<file path="src/ssc_pkg.sv">
`default_nettype none
package ssc_pkg;

    // ****************************************
    // Widths
    // ****************************************
    localparam int ADDR_W      = 16;
    localparam int BYTE_W      = 8;
    localparam int BURST_W     = 2;
    localparam int HALVES      = 2;
    localparam int PIN_W       = 18;
    localparam int SYNC_STAGES = 3;
    localparam int BUF_DEPTH   = 2;

    // ****************************************
    // Reset values
    // ****************************************
    localparam logic [ADDR_W-1:0]  ADDR_RST  = 16'h0000;
    localparam logic [BURST_W-1:0] BURST_RST = 2'h0;
    localparam logic [PIN_W-1:0]   PIN_RST   = 18'h00000;
    localparam logic [HALVES-1:0]  HALF_RST  = 2'h0;
    localparam logic               OE_N_RST  = 1'b1;
    localparam logic [BURST_W-1:0] BURST_ONE = 2'h1;

    // ****************************************
    // Carriers
    // ****************************************
    typedef struct packed {
        logic              par;
        logic [BYTE_W-1:0] data;
    } ssc_half_t;

    typedef struct packed {
        ssc_half_t hi;
        ssc_half_t lo;
    } ssc_word_t;

    typedef struct packed {
        logic [ADDR_W-1:0] addr;
        ssc_word_t         data;
        logic [HALVES-1:0] be;
    } ssc_wreq_t;

    localparam int WREQ_W = $bits(ssc_wreq_t);

    typedef enum logic [2:0] {
        SSC_DESEL = 3'b001,
        SSC_READ  = 3'b010,
        SSC_WRITE = 3'b100
    } ssc_op_t;

endpackage
`default_nettype wire

</file>
<file path="src/ssc_pair_buf.sv">
`timescale 1ns/1ns
`default_nettype none
module ssc_pair_buf #(
    parameter int WIDTH = ssc_pkg::WREQ_W,
    parameter int DEPTH = ssc_pkg::BUF_DEPTH
) (
    input  wire logic             ref_clk,
    input  wire logic             reset_n,
    input  wire logic             in_valid,
    output var  logic             in_ready,
    input  wire logic [WIDTH-1:0] in_data,
    output var  logic             out_valid,
    input  wire logic             out_ready,
    output var  logic [WIDTH-1:0] out_data
);
    localparam int PTR_W = (DEPTH > 1) ? $clog2(DEPTH) : 1;
    localparam int CNT_W = $clog2(DEPTH + 1);

    logic [WIDTH-1:0] mem_q [DEPTH];
    logic [PTR_W-1:0] wr_ptr_q;
    logic [PTR_W-1:0] rd_ptr_q;
    logic [CNT_W-1:0] count_q;
    logic [CNT_W-1:0] count_d;
    logic             push;
    logic             pop;

    // ****************************************
    // Handshake
    // ****************************************
    // Ready and valid are registered so the ports come straight from flops
    assign push = in_valid & in_ready;
    assign pop  = out_valid & out_ready;

    always_comb begin
        count_d = count_q;
        if (push && !pop) begin
            count_d = count_q + CNT_W'(1);
        end else if (pop && !push) begin
            count_d = count_q - CNT_W'(1);
        end
    end

    always_ff @(posedge ref_clk or negedge reset_n) begin
        if (!reset_n) begin
            count_q   <= '0;
            in_ready  <= 1'b1;
            out_valid <= 1'b0;
        end else begin
            count_q   <= count_d;
            in_ready  <= count_d != CNT_W'(DEPTH);
            out_valid <= count_d != '0;
        end
    end

    // ****************************************
    // Storage
    // ****************************************
    always_ff @(posedge ref_clk or negedge reset_n) begin
        if (!reset_n) begin
            wr_ptr_q <= '0;
            rd_ptr_q <= '0;
        end else begin
            if (push) begin
                wr_ptr_q <= (wr_ptr_q == PTR_W'(DEPTH - 1)) ? '0 : wr_ptr_q + PTR_W'(1);
            end
            if (pop) begin
                rd_ptr_q <= (rd_ptr_q == PTR_W'(DEPTH - 1)) ? '0 : rd_ptr_q + PTR_W'(1);
            end
        end
    end

    always_ff @(posedge ref_clk) begin
        if (push) begin
            mem_q[wr_ptr_q] <= in_data;
        end
    end

    assign out_data = mem_q[rd_ptr_q];

endmodule
`default_nettype wire

</file>
<file path="src/ssc_sram_ctrl.sv">
`timescale 1ns/1ns
`default_nettype none
// Operation
// - Burst step sampled low advances the two-bit wraparound burst counter.
// - Parameter picks linear or interleaved burst order.
// - Burst step ignored when any strobe is taken with chip select low.
// - Chip select high with controller strobe low deselects the device.
// - Taken strobe loads full address, keeps low two bits as start, clears counter.
// - Processor strobe ignored entirely while chip select is high.
// - Output enable low drives read data if device was selected.
// - Each half floats when its write enable is sampled low.
// - Pin data captured at the clock edge feeds the array write.
// - Parity bits travel with their byte half and its write enable.
// - Processor strobe with chip select low starts a burst read.
// - Controller strobe alone starts a burst, write if any enable low.
// - No strobe: stepped or same address, write if selected and any enable low.
// - Interleaved order XORs start value with the burst count.
// - Linear order adds the burst count to the start value.
// - Processor-started write ignores enables first cycle, writes the next.
// - Both strobes together count as a processor-started access.
module ssc_sram_ctrl #(
    parameter bit INTERLEAVED = 1'b1
) (
    input  wire logic                          ref_clk,
    input  wire logic                          reset_n,
    input  wire logic [ssc_pkg::ADDR_W-1:0]    addr_i,
    input  wire logic                          chip_select_n,
    input  wire logic                          processor_address_strobe_n,
    input  wire logic                          controller_address_strobe_n,
    input  wire logic                          burst_step_n,
    input  wire logic                          upper_byte_write_n,
    input  wire logic                          lower_byte_write_n,
    input  wire logic                          output_enable_n,
    input  wire logic [15:0]                   dq_i,
    output var  logic [15:0]                   dq_o,
    output var  logic [15:0]                   dq_oe,
    input  wire logic [1:0]                    parity_lines_i,
    output var  logic [1:0]                    parity_lines_o,
    output var  logic [1:0]                    parity_lines_oe,
    output var  logic                          write_ready,
    output var  logic [ssc_pkg::ADDR_W-1:0]    core_rd_addr,
    input  wire ssc_pkg::ssc_word_t            core_rd_data,
    output var  logic                          core_wr_valid,
    input  wire logic                          core_wr_ready,
    output var  ssc_pkg::ssc_wreq_t            core_wr_req
);

    // ****************************************
    // Strobe decode
    // ****************************************
    logic                          proc_take;
    logic                          ctrl_take;
    logic                          load;
    logic                          deselect;
    logic                          step;
    logic [ssc_pkg::HALVES-1:0]    we_raw;
    logic [ssc_pkg::HALVES-1:0]    we_eff;
    logic                          wr_now;

    // Processor strobe only counts with chip select low, and wins a tie
    assign proc_take = !chip_select_n && !processor_address_strobe_n;
    assign ctrl_take = !chip_select_n && processor_address_strobe_n
                       && !controller_address_strobe_n;
    assign load      = proc_take || ctrl_take;
    assign deselect  = chip_select_n && !controller_address_strobe_n;
    assign step      = !burst_step_n && !load && !deselect;

    assign we_raw = {!upper_byte_write_n, !lower_byte_write_n};
    // Enables in a processor strobe cycle belong to a tag check, not a write
    assign we_eff = proc_take ? ssc_pkg::HALF_RST : we_raw;

    // ****************************************
    // Access state
    // ****************************************
    ssc_pkg::ssc_op_t op_q;
    ssc_pkg::ssc_op_t op_d;
    logic             selected_d;

    always_comb begin
        op_d = op_q;
        case (op_q)
            ssc_pkg::SSC_DESEL: begin
                if (load) begin
                    op_d = (we_eff != ssc_pkg::HALF_RST) ? ssc_pkg::SSC_WRITE
                                                         : ssc_pkg::SSC_READ;
                end
            end
            ssc_pkg::SSC_READ, ssc_pkg::SSC_WRITE: begin
                if (deselect) begin
                    op_d = ssc_pkg::SSC_DESEL;
                end else if (we_eff != ssc_pkg::HALF_RST) begin
                    op_d = ssc_pkg::SSC_WRITE;
                end else begin
                    op_d = ssc_pkg::SSC_READ;
                end
            end
            default: begin
                op_d = ssc_pkg::SSC_DESEL;
            end
        endcase
    end

    always_ff @(posedge ref_clk or negedge reset_n) begin
        if (!reset_n) begin
            op_q <= ssc_pkg::SSC_DESEL;
        end else begin
            op_q <= op_d;
        end
    end

    assign selected_d = op_d != ssc_pkg::SSC_DESEL;
    // A deselected part never writes, even on a no-strobe cycle
    assign wr_now     = (op_d == ssc_pkg::SSC_WRITE);

    // ****************************************
    // Address register and burst counter
    // ****************************************
    logic [ssc_pkg::ADDR_W-1:0]  addr_q;
    logic [ssc_pkg::BURST_W-1:0] start_q;
    logic [ssc_pkg::BURST_W-1:0] count_q;
    logic [ssc_pkg::ADDR_W-1:0]  addr_d;
    logic [ssc_pkg::BURST_W-1:0] start_d;
    logic [ssc_pkg::BURST_W-1:0] count_d;
    logic [ssc_pkg::BURST_W-1:0] low_d;

    always_comb begin
        addr_d  = addr_q;
        start_d = start_q;
        count_d = count_q;
        if (load) begin
            addr_d  = addr_i;
            start_d = addr_i[ssc_pkg::BURST_W-1:0];
            count_d = ssc_pkg::BURST_RST;
        end else if (step) begin
            count_d = count_q + ssc_pkg::BURST_ONE;
        end
    end

    // Counting from the start value keeps both orders a single adder or xor
    assign low_d = INTERLEAVED ? (start_d ^ count_d)
                               : (start_d + count_d);

    always_ff @(posedge ref_clk or negedge reset_n) begin
        if (!reset_n) begin
            addr_q  <= ssc_pkg::ADDR_RST;
            start_q <= ssc_pkg::BURST_RST;
            count_q <= ssc_pkg::BURST_RST;
        end else begin
            addr_q  <= addr_d;
            start_q <= start_d;
            count_q <= count_d;
        end
    end

    always_ff @(posedge ref_clk or negedge reset_n) begin
        if (!reset_n) begin
            core_rd_addr <= ssc_pkg::ADDR_RST;
        end else begin
            core_rd_addr <= {addr_d[ssc_pkg::ADDR_W-1:ssc_pkg::BURST_W], low_d};
        end
    end

    // ****************************************
    // Write path
    // ****************************************
    ssc_pkg::ssc_word_t pin_word;
    ssc_pkg::ssc_wreq_t wreq;

    // Parity bit rides with its byte half
    assign pin_word.hi.par  = parity_lines_i[1];
    assign pin_word.hi.data = dq_i[15:8];
    assign pin_word.lo.par  = parity_lines_i[0];
    assign pin_word.lo.data = dq_i[7:0];

    // Pin data taken at this edge is what the array later receives
    assign wreq.addr = {addr_d[ssc_pkg::ADDR_W-1:ssc_pkg::BURST_W], low_d};
    assign wreq.data = pin_word;
    assign wreq.be   = we_eff;

    // Writes offered while write_ready is low are lost; the far side must wait
    ssc_pair_buf #(
        .WIDTH (ssc_pkg::WREQ_W),
        .DEPTH (ssc_pkg::BUF_DEPTH)
    ) u_wbuf (
        .ref_clk   (ref_clk),
        .reset_n   (reset_n),
        .in_valid  (wr_now),
        .in_ready  (write_ready),
        .in_data   (wreq),
        .out_valid (core_wr_valid),
        .out_ready (core_wr_ready),
        .out_data  (core_wr_req)
    );

    // ****************************************
    // Output enable synchroniser
    // ****************************************
    logic [ssc_pkg::SYNC_STAGES-1:0] oe_sync_q;
    logic                            oe_n_q;

    always_ff @(posedge ref_clk or negedge reset_n) begin
        if (!reset_n) begin
            oe_sync_q <= {ssc_pkg::SYNC_STAGES{ssc_pkg::OE_N_RST}};
        end else begin
            oe_sync_q <= {oe_sync_q[ssc_pkg::SYNC_STAGES-2:0], output_enable_n};
        end
    end

    // Accept a change only once the last two stages agree
    always_ff @(posedge ref_clk or negedge reset_n) begin
        if (!reset_n) begin
            oe_n_q <= ssc_pkg::OE_N_RST;
        end else if (oe_sync_q[1] == oe_sync_q[2]) begin
            oe_n_q <= oe_sync_q[2];
        end
    end

    // ****************************************
    // Data pins
    // ****************************************
    logic [ssc_pkg::HALVES-1:0] drive;

    // Taken from this edge's inputs, so the enables land at this edge, a cycle ahead of the read data
    // Sampled write enables float their half whatever output enable says
    assign drive = {ssc_pkg::HALVES{!oe_n_q && selected_d}} & ~we_raw;

    always_ff @(posedge ref_clk or negedge reset_n) begin
        if (!reset_n) begin
            dq_o            <= ssc_pkg::PIN_RST[15:0];
            parity_lines_o  <= ssc_pkg::HALF_RST;
            dq_oe           <= ssc_pkg::PIN_RST[15:0];
            parity_lines_oe <= ssc_pkg::HALF_RST;
        end else begin
            dq_o            <= {core_rd_data.hi.data, core_rd_data.lo.data};
            parity_lines_o  <= {core_rd_data.hi.par, core_rd_data.lo.par};
            dq_oe           <= {{ssc_pkg::BYTE_W{drive[1]}}, {ssc_pkg::BYTE_W{drive[0]}}};
            parity_lines_oe <= drive;
        end
    end

endmodule
`default_nettype wire

</file>
<file path="config.mk">
export PLATFORM = sky130hd
export DESIGN_NAME = ssc_sram_ctrl
export DESIGN_NICKNAME = d
export VERILOG_FILES = /design/src/ssc_pkg.sv /design/src/ssc_pair_buf.sv /design/src/ssc_sram_ctrl.sv
export SDC_FILE = /design/constraint.sdc
export NUM_CORES = 1
export LEC_CHECK = 0
export ABC_AREA = 1
export BUFFER_PORTS_ARGS = -buffer_cell sky130_fd_sc_hd__buf_2
export CORE_MARGIN = 4
export CORE_UTILIZATION = 40
export DETAILED_ROUTE_END_ITERATION = 8
export PLACE_DENSITY = 0.66
export SLEW_MARGIN = 5
export SYNTH_ARGS = -nofsm -noshare
export SYNTH_HDL_FRONTEND = slang
export SYNTH_HIERARCHICAL = 1
export SYNTH_SLANG_ARGS = --single-unit
export TNS_END_PERCENT = 10
</file>
<file path="constraint.sdc">
create_clock -name ref_clk -period 6.8 [get_ports ref_clk]
set_input_delay 1.02 -clock ref_clk [delete_from_list [all_inputs] [get_ports ref_clk]]
set_output_delay 1.02 -clock ref_clk [all_outputs]
set_load 0.01 [all_outputs]
</file>
==> results of run 1 <==
## sequential cells by signal, summed over array words and instances (netlist names), 3 cells and up
name,flops
core_rd_addr,15
dq_o,16
oe_sync_q,3
op_q,3
u_wbuf/mem_q,72
## power groups by stage
stage	clock network [W]	logic, W	registers, W
2_1_floorplan	0	0.000353	0.000982
3_3_place_gp	0	0.000545	0.000986
3_5_place_dp	0	0.000555	0.000990
4_1_cts	0.000855	0.000557	0.000978
5_1_grt	0.000896	0.000617	0.000988
6_report	0.000836	0.000542	0.000976
## layer usage
metal | global-route usage (%) | part of all wire, % | up-vias
met5 | 0 | 0 | -
met4 | 6.12 | 1.5 | 0
met3 | 5.96 | 8.3 | 11
met2 | 24.7 | 50 | 109
met1 | 16.5 | 41 | 1452
li1 | - | - | 1547
## worst min-delay path by stage
| stage | start | to | slack [ns] | cells after the start |
|---|---|---|---|---|
| final | oe_sync_q[0] | oe_sync_q[1] | 0.36 | 0 |
| after global routing | oe_sync_q[0] | oe_sync_q[1] | 0.36 | 0 |
| after CTS | oe_sync_q[0] | oe_sync_q[1] | 0.36 | 0 |
| after detailed placement | oe_sync_q[0] | oe_sync_q[1] | 0.35 | 0 |
| after global placement | oe_sync_q[0] | oe_sync_q[1] | 0.35 | 0 |
| after floorplan | oe_sync_q[0] | oe_sync_q[1] | 0.35 | 0 |
## cell usage in the layout (no fill, tap or decap)
master,n
nand2_1,175
buf_2,151
edfxtp_1,72
dfrtp_1,47
clkbuf_16,17
inv_1,16
nor2_1,15
nand2_2,10
inv_2,7
nand3_1,7
dfstp_2,6
clkinvlp_4,4
nand3_2,3
nor2_4,3
clkinv_1,3
clkinv_2,3
nand2_4,2
nand3b_1,2
bufinv_16,2
clkbuf_1,2
buf_4,2
xor2_1,2
nand2_8,1
inv_6,1
maj3_1,1
clkinv_4,1
inv_4,1
## kinds of logic after synthesis
kind of cell	count (synthesis)	synth area share [%]
simple gates	218	19.4
flops	125	73.8
buf+inv	50	6.28
xor+xnor	2	0.370
fa+ha+maj	1	0.211
## final cells by class
class	instances	area (um^2)	area share [%]
clock buffer	19	433	7.14
sequential	125	3500	57.6
tap	143	179	2.95
clock inverter	13	125	2.06
multi-input combinational	221	960	15.8
inverter	25	101	1.67
timing repair buffer	153	771	12.7
## per-stage QoR
step                total power (W)  instances
floorplan                   0.00133        396
global placement            0.00153        667
detailed placement          0.00154        667
CTS                         0.00239        699
global route                0.00250        699
finish                      0.00235        699
## worst max-delay path, delay by kind of cell, from the launching register on
family,cells,cell delay [ns]
flops,1,0.69
simple gates,2,0.19
buf+inv,3,0.74
## cell usage after synthesis
cell      count
buf_12        1
dfstp_2       6
nand2_8       1
nor2_4        1
buf_4        20
nand3b_1      2
nand3_2       3
nand2_2      10
maj3_1        1
inv_1        16
nand2_4       2
nor2_1       17
xor2_1        2
inv_6         1
dfrtp_1      47
edfxtp_1     72
inv_2         7
nand3_1       7
buf_2         3
buf_6         1
nand2_1     175
inv_4         1
==> flow_summary.ini, run 1 <==
[run_status]
status = completed

[pwr]
sw_frac_of_total_pct = 30.3
pwr-share-clk_pct = 35.5
ir_worst_vdd_uv = 162
comb_power_share_pct = 23.0
pwr-share-seq_pct = 41.5
power_switching_w = 0.000714
power.density_nw_per_um2 = 388
p_int_w = 0.00164
power_leakage_nw = 2.93

[job]
cap_violations = 0

[cts]
cts.sinks = 125
clk_pin_slew_ns = 0.06
h-tree-depth = 4
cts_made_buffers = 17
cts_tree = done
cts-resized-gates = 0
cts_max_path_buffers = 2
postCtsSetupRepairBufs = 0
cts_root_buf = clkbuf_16
insertion_delay_ns = 0.40
hold_buffers = 0

[worst_setup_path]
crit_fanout = 37
startpoint_type = flip-flop
end_kind = output port
path_class = flip-flop to output port
startpoint = u_wbuf/rd_ptr_q
path_cells = buf_4 -> inv_4 -> nand2_1 -> nand2_1 -> buf_2
ff2ff_path_depth = 7
crit_required_ns = 5.78
rrSetupSlack_ns = 4.43
cpMaxStageDelayCell = dfrtp_1
crit_top_cell = nand2_1
reg2reg_to = u_wbuf/mem_q[0][15]
critPathMaxStageDelay_ns = 0.69
arrival_ns = 2.02
endpoint = core_wr_req[32]
r2r-start = op_q[1]

[floorplan]
die_h_um = 117
die_w_um = 117
core.rowCount = 39
start_util_pct = 41.1
dieArea_um2 = 13700
io_pins = 152
coreArea_um2 = 11500

[grt]
grt_util_all_layers_pct = 14.6
grt_overflow = 0
grt_pass1_wl_um = 15000
grt_pass1_vias = 3258
antenna_found_initial = 0
grt_start_max_net_pins = 54

[timing]
setup_ws_ns = 3.76
clock_skew_ns = 0.00714
relSlewSlack_pct = 26.8
fin_crit_sh_pct = 44.7
worstMarginPinSlew_ns = 1.10
period_needed_ns = 3.04
hold_violations = 0
whs_ns = 0.357
tns_ns = 0
finalSetupViolCount = 0
slew_viol_final = 0
rsz0062_at_grt = false
fmax_mhz = 329

[logic_synthesis]
yosysTopAreaCell = edfxtp_1
yosys_warnings = 6
synth-seq-cells = 125
synth_fp_nets = 458
syn_area_um2 = 4740
synth_top_cell_area_share_pct = 45.6
synth_cells = 396
synth.distinct_cells = 22
synthTopCellsByArea = edfxtp_1 (46%), dfrtp_1 (25%), nand2_1 (14%)
syn_avg_cell_area_um2 = 12.0
synth-seq-area-share_pct = 73.8

[routing]
wire_per_inst_um = 13.5
ant_nets = 0
wirelength_um = 9450
vias = 3119
first_pass_iters = 4
via_per_inst = 4.46
remaining_drc_errors = 0
dr.first_iter.drc_count = 185

[final_layout]
drive_gt1_share_pct = 38.5
finalNetCount = 605
fin_util_pct = 52.7
area_growth_syn_to_layout_pct = 28.0
fillers = 1023
stdcell_area_um2 = 6060
num_antenna_cells = 0

[place]
dp_hpwl_um = 6450
gp_congestion = 0.672
place_area_um2 = 5510
port-buffer-count = 151
place_ws_ns = 3.48

[worst_hold_path]
hold_class = flip-flop to flip-flop
(Power assumes the default switching activity.)
==> run 2: changes to the inputs <==
==> constraint.sdc (replaced) <==
create_clock -name ref_clk -period 2.9 [get_ports ref_clk]
set_input_delay 0.435 -clock ref_clk [delete_from_list [all_inputs] [get_ports ref_clk]]
set_output_delay 0.435 -clock ref_clk [all_outputs]
set_load 0.01 [all_outputs]
==> run 2 against run 1 <==
- clock skew is 0.00074 ns higher
- routed wire length is 5.3% higher
- non-clock buffer count is 4 higher
- global-route usage is 0.55 points higher
- worst setup slack worse by 3.1 ns
- combinational power is 140% higher
- sequential power is 130% higher
- via count is 1.1% higher
- total power is 140% higher
- die area stayed put
- clock-buffer cell count stayed put
- largest cell class unchanged
==> flow_summary.ini, run 2 (synthesized netlist as in run 1, its figures left out) <==
[cts]
h-tree-depth = 4
hold_buffers = 0
insertion_delay_ns = 0.40
cts_root_buf = clkbuf_16
cts-resized-gates = 0
cts_tree = done
cts_max_path_buffers = 2
clk_pin_slew_ns = 0.06
cts.sinks = 125
postCtsSetupRepairBufs = 0
cts_made_buffers = 17

[run_status]
status = completed

[job]
cap_violations = 0

[final_layout]
final_cell_mix = nand2_1 (175), buf_2 (151), edfxtp_1 (72), dfrtp_1 (47), clkbuf_16 (18)
drive_gt1_share_pct = 39.8
fillers = 991
fin_util_pct = 53.4
reg_top3 = u_wbuf/mem_q x72, dq_o x16, core_rd_addr x15
stdcell_count = 703
area_growth_syn_to_layout_pct = 29.8
finalNetCount = 609
num_antenna_cells = 0
final_common_cell = nand2_1
largest_register_ff_count = 72
largest-register = u_wbuf/mem_q

[grt]
grt_pass1_vias = 3290
grt_start_max_net_pins = 38
antenna_found_initial = 0
grt_util_all_layers_pct = 15.2
grt_overflow = 0
grt_pass1_wl_um = 15700

[worst_setup_path]
crit_fanout = 21
crit_top_cell = nand2_1
path_cells = buf_4 -> nand2_1 -> nand2_1 -> buf_2
startpoint_type = flip-flop
arrival_ns = 1.83
end_kind = output port
critPathMaxStageDelay_ns = 0.71
cpMaxStageDelayCell = dfrtp_1
path_class = flip-flop to output port
crit_required_ns = 2.47

[routing]
remaining_drc_errors = 0
wire_per_inst_um = 14.2
first_pass_iters = 4
ant_nets = 0
wirelength_um = 9950
dr.first_iter.drc_count = 149
via_per_inst = 4.49
vias = 3153

[floorplan]
die_w_um = 117
coreArea_um2 = 11500
io_pins = 152
dieArea_um2 = 13700
core.rowCount = 39
die_h_um = 117
start_util_pct = 41.1

[pwr]
power_w = 0.00572
power.density_nw_per_um2 = 930
power_leakage_nw = 2.99
ir_worst_vdd_uv = 457

[timing]
fin_crit_sh_pct = 78.2
fmax_mhz = 441
worstMarginPinSlew_ns = 0.609
whs_ns = 0.0361
hold_violations = 0
relSlewSlack_pct = 59.4
slew_viol_final = 0
rsz0062_at_grt = false
clock_skew_ns = 0.00787
setup_ws_ns = 0.633
finalSetupViolCount = 0
period_needed_ns = 2.27

[place]
gp_congestion = 0.767
dp_hpwl_um = 7110
port-buffer-count = 151
dpl.cell_count = 671
place_ws_ns = 0.679

[worst_hold_path]
hold_class = input port to asynchronous set/reset pin
## run 2: cell types whose count changed in the layout (fill, tap and decap cells not counted)
cell	before	now
clkinvlp_4	4	1
buf_4	2	6
clkinv_1	3	0
clkbuf_8	0	1
clkbuf_1	2	0
clkbuf_16	17	18
clkinv_2	3	2
inv_6	1	8
## run 2: where the power goes
| part | switching (W) | leakage [nW] | total, W | internal, W |
|---|---|---|---|---|
| clock | 0.000784 | 0.301 | 0.00214 | 0.00136 |
| sequential | 0.000126 | 1.28 | 0.00229 | 0.00216 |
| combinational | 0.000848 | 1.41 | 0.00129 | 0.000446 |
| total | 0.00176 | 2.99 | 0.00572 | 0.00396 |
## run 2: cell type report
cell class	instances	area, um^2	share of cell area, %
clock buffers	19	464	7.55
clock inverters	13	148	2.40
inverters	25	101	1.65
multi-input cells	221	960	15.6
flip-flops and latches	125	3500	56.9
well taps	143	179	2.91
repair buffers	157	801	13.0
## run 2: path summary, 6_finish.rpt
path | slack (ns) | startpoint | to | depth (start not counted)
worst min-delay path | 0.04 | reset_n | dq_o[4] | 1
worst min register to register | 0.36 | oe_sync_q[0] | oe_sync_q[1] | 0
min in group ref_clk | 0.13 | output_enable_n | oe_sync_q[0] | 1
max in group asynchronous | 2.03 | reset_n | u_wbuf/in_ready | 2
worst max register to register | 1.07 | op_q[1] | u_wbuf/mem_q[1][21] | 8
worst max-delay path | 0.63 | u_wbuf/rd_ptr_q | core_wr_req[1] | 4
## run 2: layer usage
| metal | part of all wire, % | GRT usage, % |
|---|---|---|
| met2 | 49 | 24.6 |
| met3 | 7.7 | 6.32 |
| met4 | 1.5 | 5.73 |
| met1 | 42 | 18.2 |
| met5 | 0 | 0 |
## run 2: worst max-delay path, delay by kind of cell, from the launching register on
kind	cells	cell delay [ns]
flip-flops	1	0.71
buffers and inverters	2	0.51
AND/OR/NAND/NOR	2	0.20
## run 2: stage by stage
step / instance area, um^2 / setup TNS, ns
after global routing: 6150 / 0
final: 6150 / 0
after floorplan: 4740 / -14.43
after CTS: 6150 / 0
after detailed placement: 5540 / 0
after global placement: 5540 / 0
==> run 3: changes to the inputs <==
==> constraint.sdc (replaced) <==
create_clock -name ref_clk -period 2.35 [get_ports ref_clk]
set_input_delay 0.3525 -clock ref_clk [delete_from_list [all_inputs] [get_ports ref_clk]]
set_output_delay 0.3525 -clock ref_clk [all_outputs]
set_load 0.01 [all_outputs]
==> run 3 against run 2 <==
- clock skew shrank 0.0026 ns
- cell count rose by 0.14%
- largest power group unchanged
- die area unchanged
- total power grew 24%
- sequential share of layout area shrank 0.36 points
- non-clock buffer count grew 1
==> flow_summary.ini, run 3 (synthesized netlist as in run 1, its figures left out) <==
[run_status]
status = completed

[final_layout]
regArea_um2 = 3500
largest-register = u_wbuf/mem_q
largest_register_ff_count = 72
finalNetCount = 610
fin_util_pct = 53.7
reg_top3 = u_wbuf/mem_q x72, dq_o x16, core_rd_addr x15
multiInputGateArea_um2 = 960
drive_gt1_share_pct = 38.7
fillers = 1018
final_cell_mix = nand2_1 (175), buf_2 (151), edfxtp_1 (72), dfrtp_1 (47), clkbuf_16 (17)
num_antenna_cells = 0
area_growth_syn_to_layout_pct = 30.6
final_common_cell = nand2_1
stdcell_area_um2 = 6190

[timing]
clock_skew_ns = 0.00526
fmax_mhz = 521
fin_crit_sh_pct = 81.6
slew_viol_final = 0
whs_ns = 0.0478
relSlewSlack_pct = 59.7
hold_violations = 0
worstMarginPinSlew_ns = 0.605
rsz0062_at_grt = false
period_needed_ns = 1.92
finalSetupViolCount = 0

[worst_setup_path]
crit_required_ns = 2.44
crit_fanout = 32
arrival_ns = 2.01
end_kind = flip-flop
path_class = flip-flop to flip-flop
startpoint_type = flip-flop

[cts]
cts_made_buffers = 17
cts_max_path_buffers = 2
insertion_delay_ns = 0.40
cts-resized-gates = 0
cts_tree = done
postCtsSetupRepairBufs = 0
h-tree-depth = 4
cts.sinks = 125
hold_buffers = 1
cts_root_buf = clkbuf_16
clk_pin_slew_ns = 0.05

[floorplan]
coreArea_um2 = 11500
io_pins = 152
die_w_um = 117
core.rowCount = 39
dieArea_um2 = 13700
start_util_pct = 41.1
die_h_um = 117

[job]
cap_violations = 0

[routing]
remaining_drc_errors = 0
first_pass_iters = 5
wire_per_inst_um = 14.5
ant_nets = 0
dr.first_iter.drc_count = 214
via_per_inst = 4.56
vias = 3213
wirelength_um = 10200

[grt]
grt_pass1_vias = 3347
grt_overflow = 0
grt_util_all_layers_pct = 16.0
grt.busiest_layer = met2
grtUsageMet1_pct = 18.6
grtUsageMet3_pct = 6.84
use_met2_pct = 26.1
grt_start_max_net_pins = 38
antenna_found_initial = 0
grt_pass1_wl_um = 16100

[pwr]
ir_worst_vdd_uv = 882
power_leakage_nw = 3.00
power.density_nw_per_um2 = 1140

[place]
gp_congestion = 0.763
dp_hpwl_um = 7050
place_area_um2 = 5570
port-buffer-count = 151

[worst_hold_path]
hold_class = input port to flip-flop
run 3: cell types whose count changed in the layout (fill, tap and decap cells not counted):
cell / change
inv_6: -7
clkbuf_1: +3
clkbuf_16: -1
buf_4: -3
clkinvlp_4: -1
dlygate4sd3_1: +1
clkbuf_8: +3
clkinv_4: -1
clkinv_1: +3
buf_12: +3
bufinv_16: +1
run 3: stage by stage:
step                power (W)  worst slack, ns  cells  setup TNS (ns)
floorplan             0.00386          -0.0765    396           -5.51
global placement      0.00448            0.340    671               0
detailed placement    0.00453            0.287    671               0
CTS                   0.00717            0.423    704               0
global route          0.00750            0.247    704               0
finish                0.00707            0.432    704               0
run 3: final cells by class:
type / instances / share of cell area [%]
flip-flops and latches: 125 / 56.5
inverters: 25 / 1.64
clock inverters: 8 / 1.80
repair buffers: 158 / 13.7
well taps: 143 / 2.89
multi-input cells: 221 / 15.5
clock buffers: 24 / 7.95
run 3: worst paths after layout:
check | start | to | slack (ns) | cells after the start
max in group asynchronous | reset_n | op_q[0] | 1.19 | 3
max reg2reg | op_q[1] | u_wbuf/mem_q[0][3] | 0.43 | 8
min reg2reg | oe_sync_q[0] | oe_sync_q[1] | 0.36 | 0
min | output_enable_n | oe_sync_q[0] | 0.05 | 1
min in group asynchronous | reset_n | dq_o[15] | 0.51 | 2
max | op_q[1] | u_wbuf/mem_q[0][3] | 0.43 | 8
run 3: power breakdown:
| part | internal, W | leakage [nW] | total [W] | switching [W] |
|---|---|---|---|---|
| registers | 0.00267 | 1.28 | 0.00279 | 0.000120 |
| clock network | 0.00176 | 0.297 | 0.00261 | 0.000842 |
| logic | 0.000574 | 1.42 | 0.00167 | 0.00110 |
| total | 0.00501 | 3.00 | 0.00707 | 0.00206 |
run 3: critical path: stages (launching register included):
cell and delay [ns]:
dfrtp_1 0.37, nor2_1 0.18, nand3_2 0.09, nand2_2 0.08
inv_2 0.05, nor2_1 0.16, nand2_2 0.19, nor2_4 0.22
buf_12 0.25
run 3: layer usage:
metal | vias to the layer above | share of wire [%] | routed length (um)
met5 | - | 0 | 0
met4 | 0 | 1.2 | 123
met3 | 8 | 9.4 | 957
met2 | 130 | 49 | 5060
met1 | 1519 | 40 | 4080
li1 | 1556 | - | -
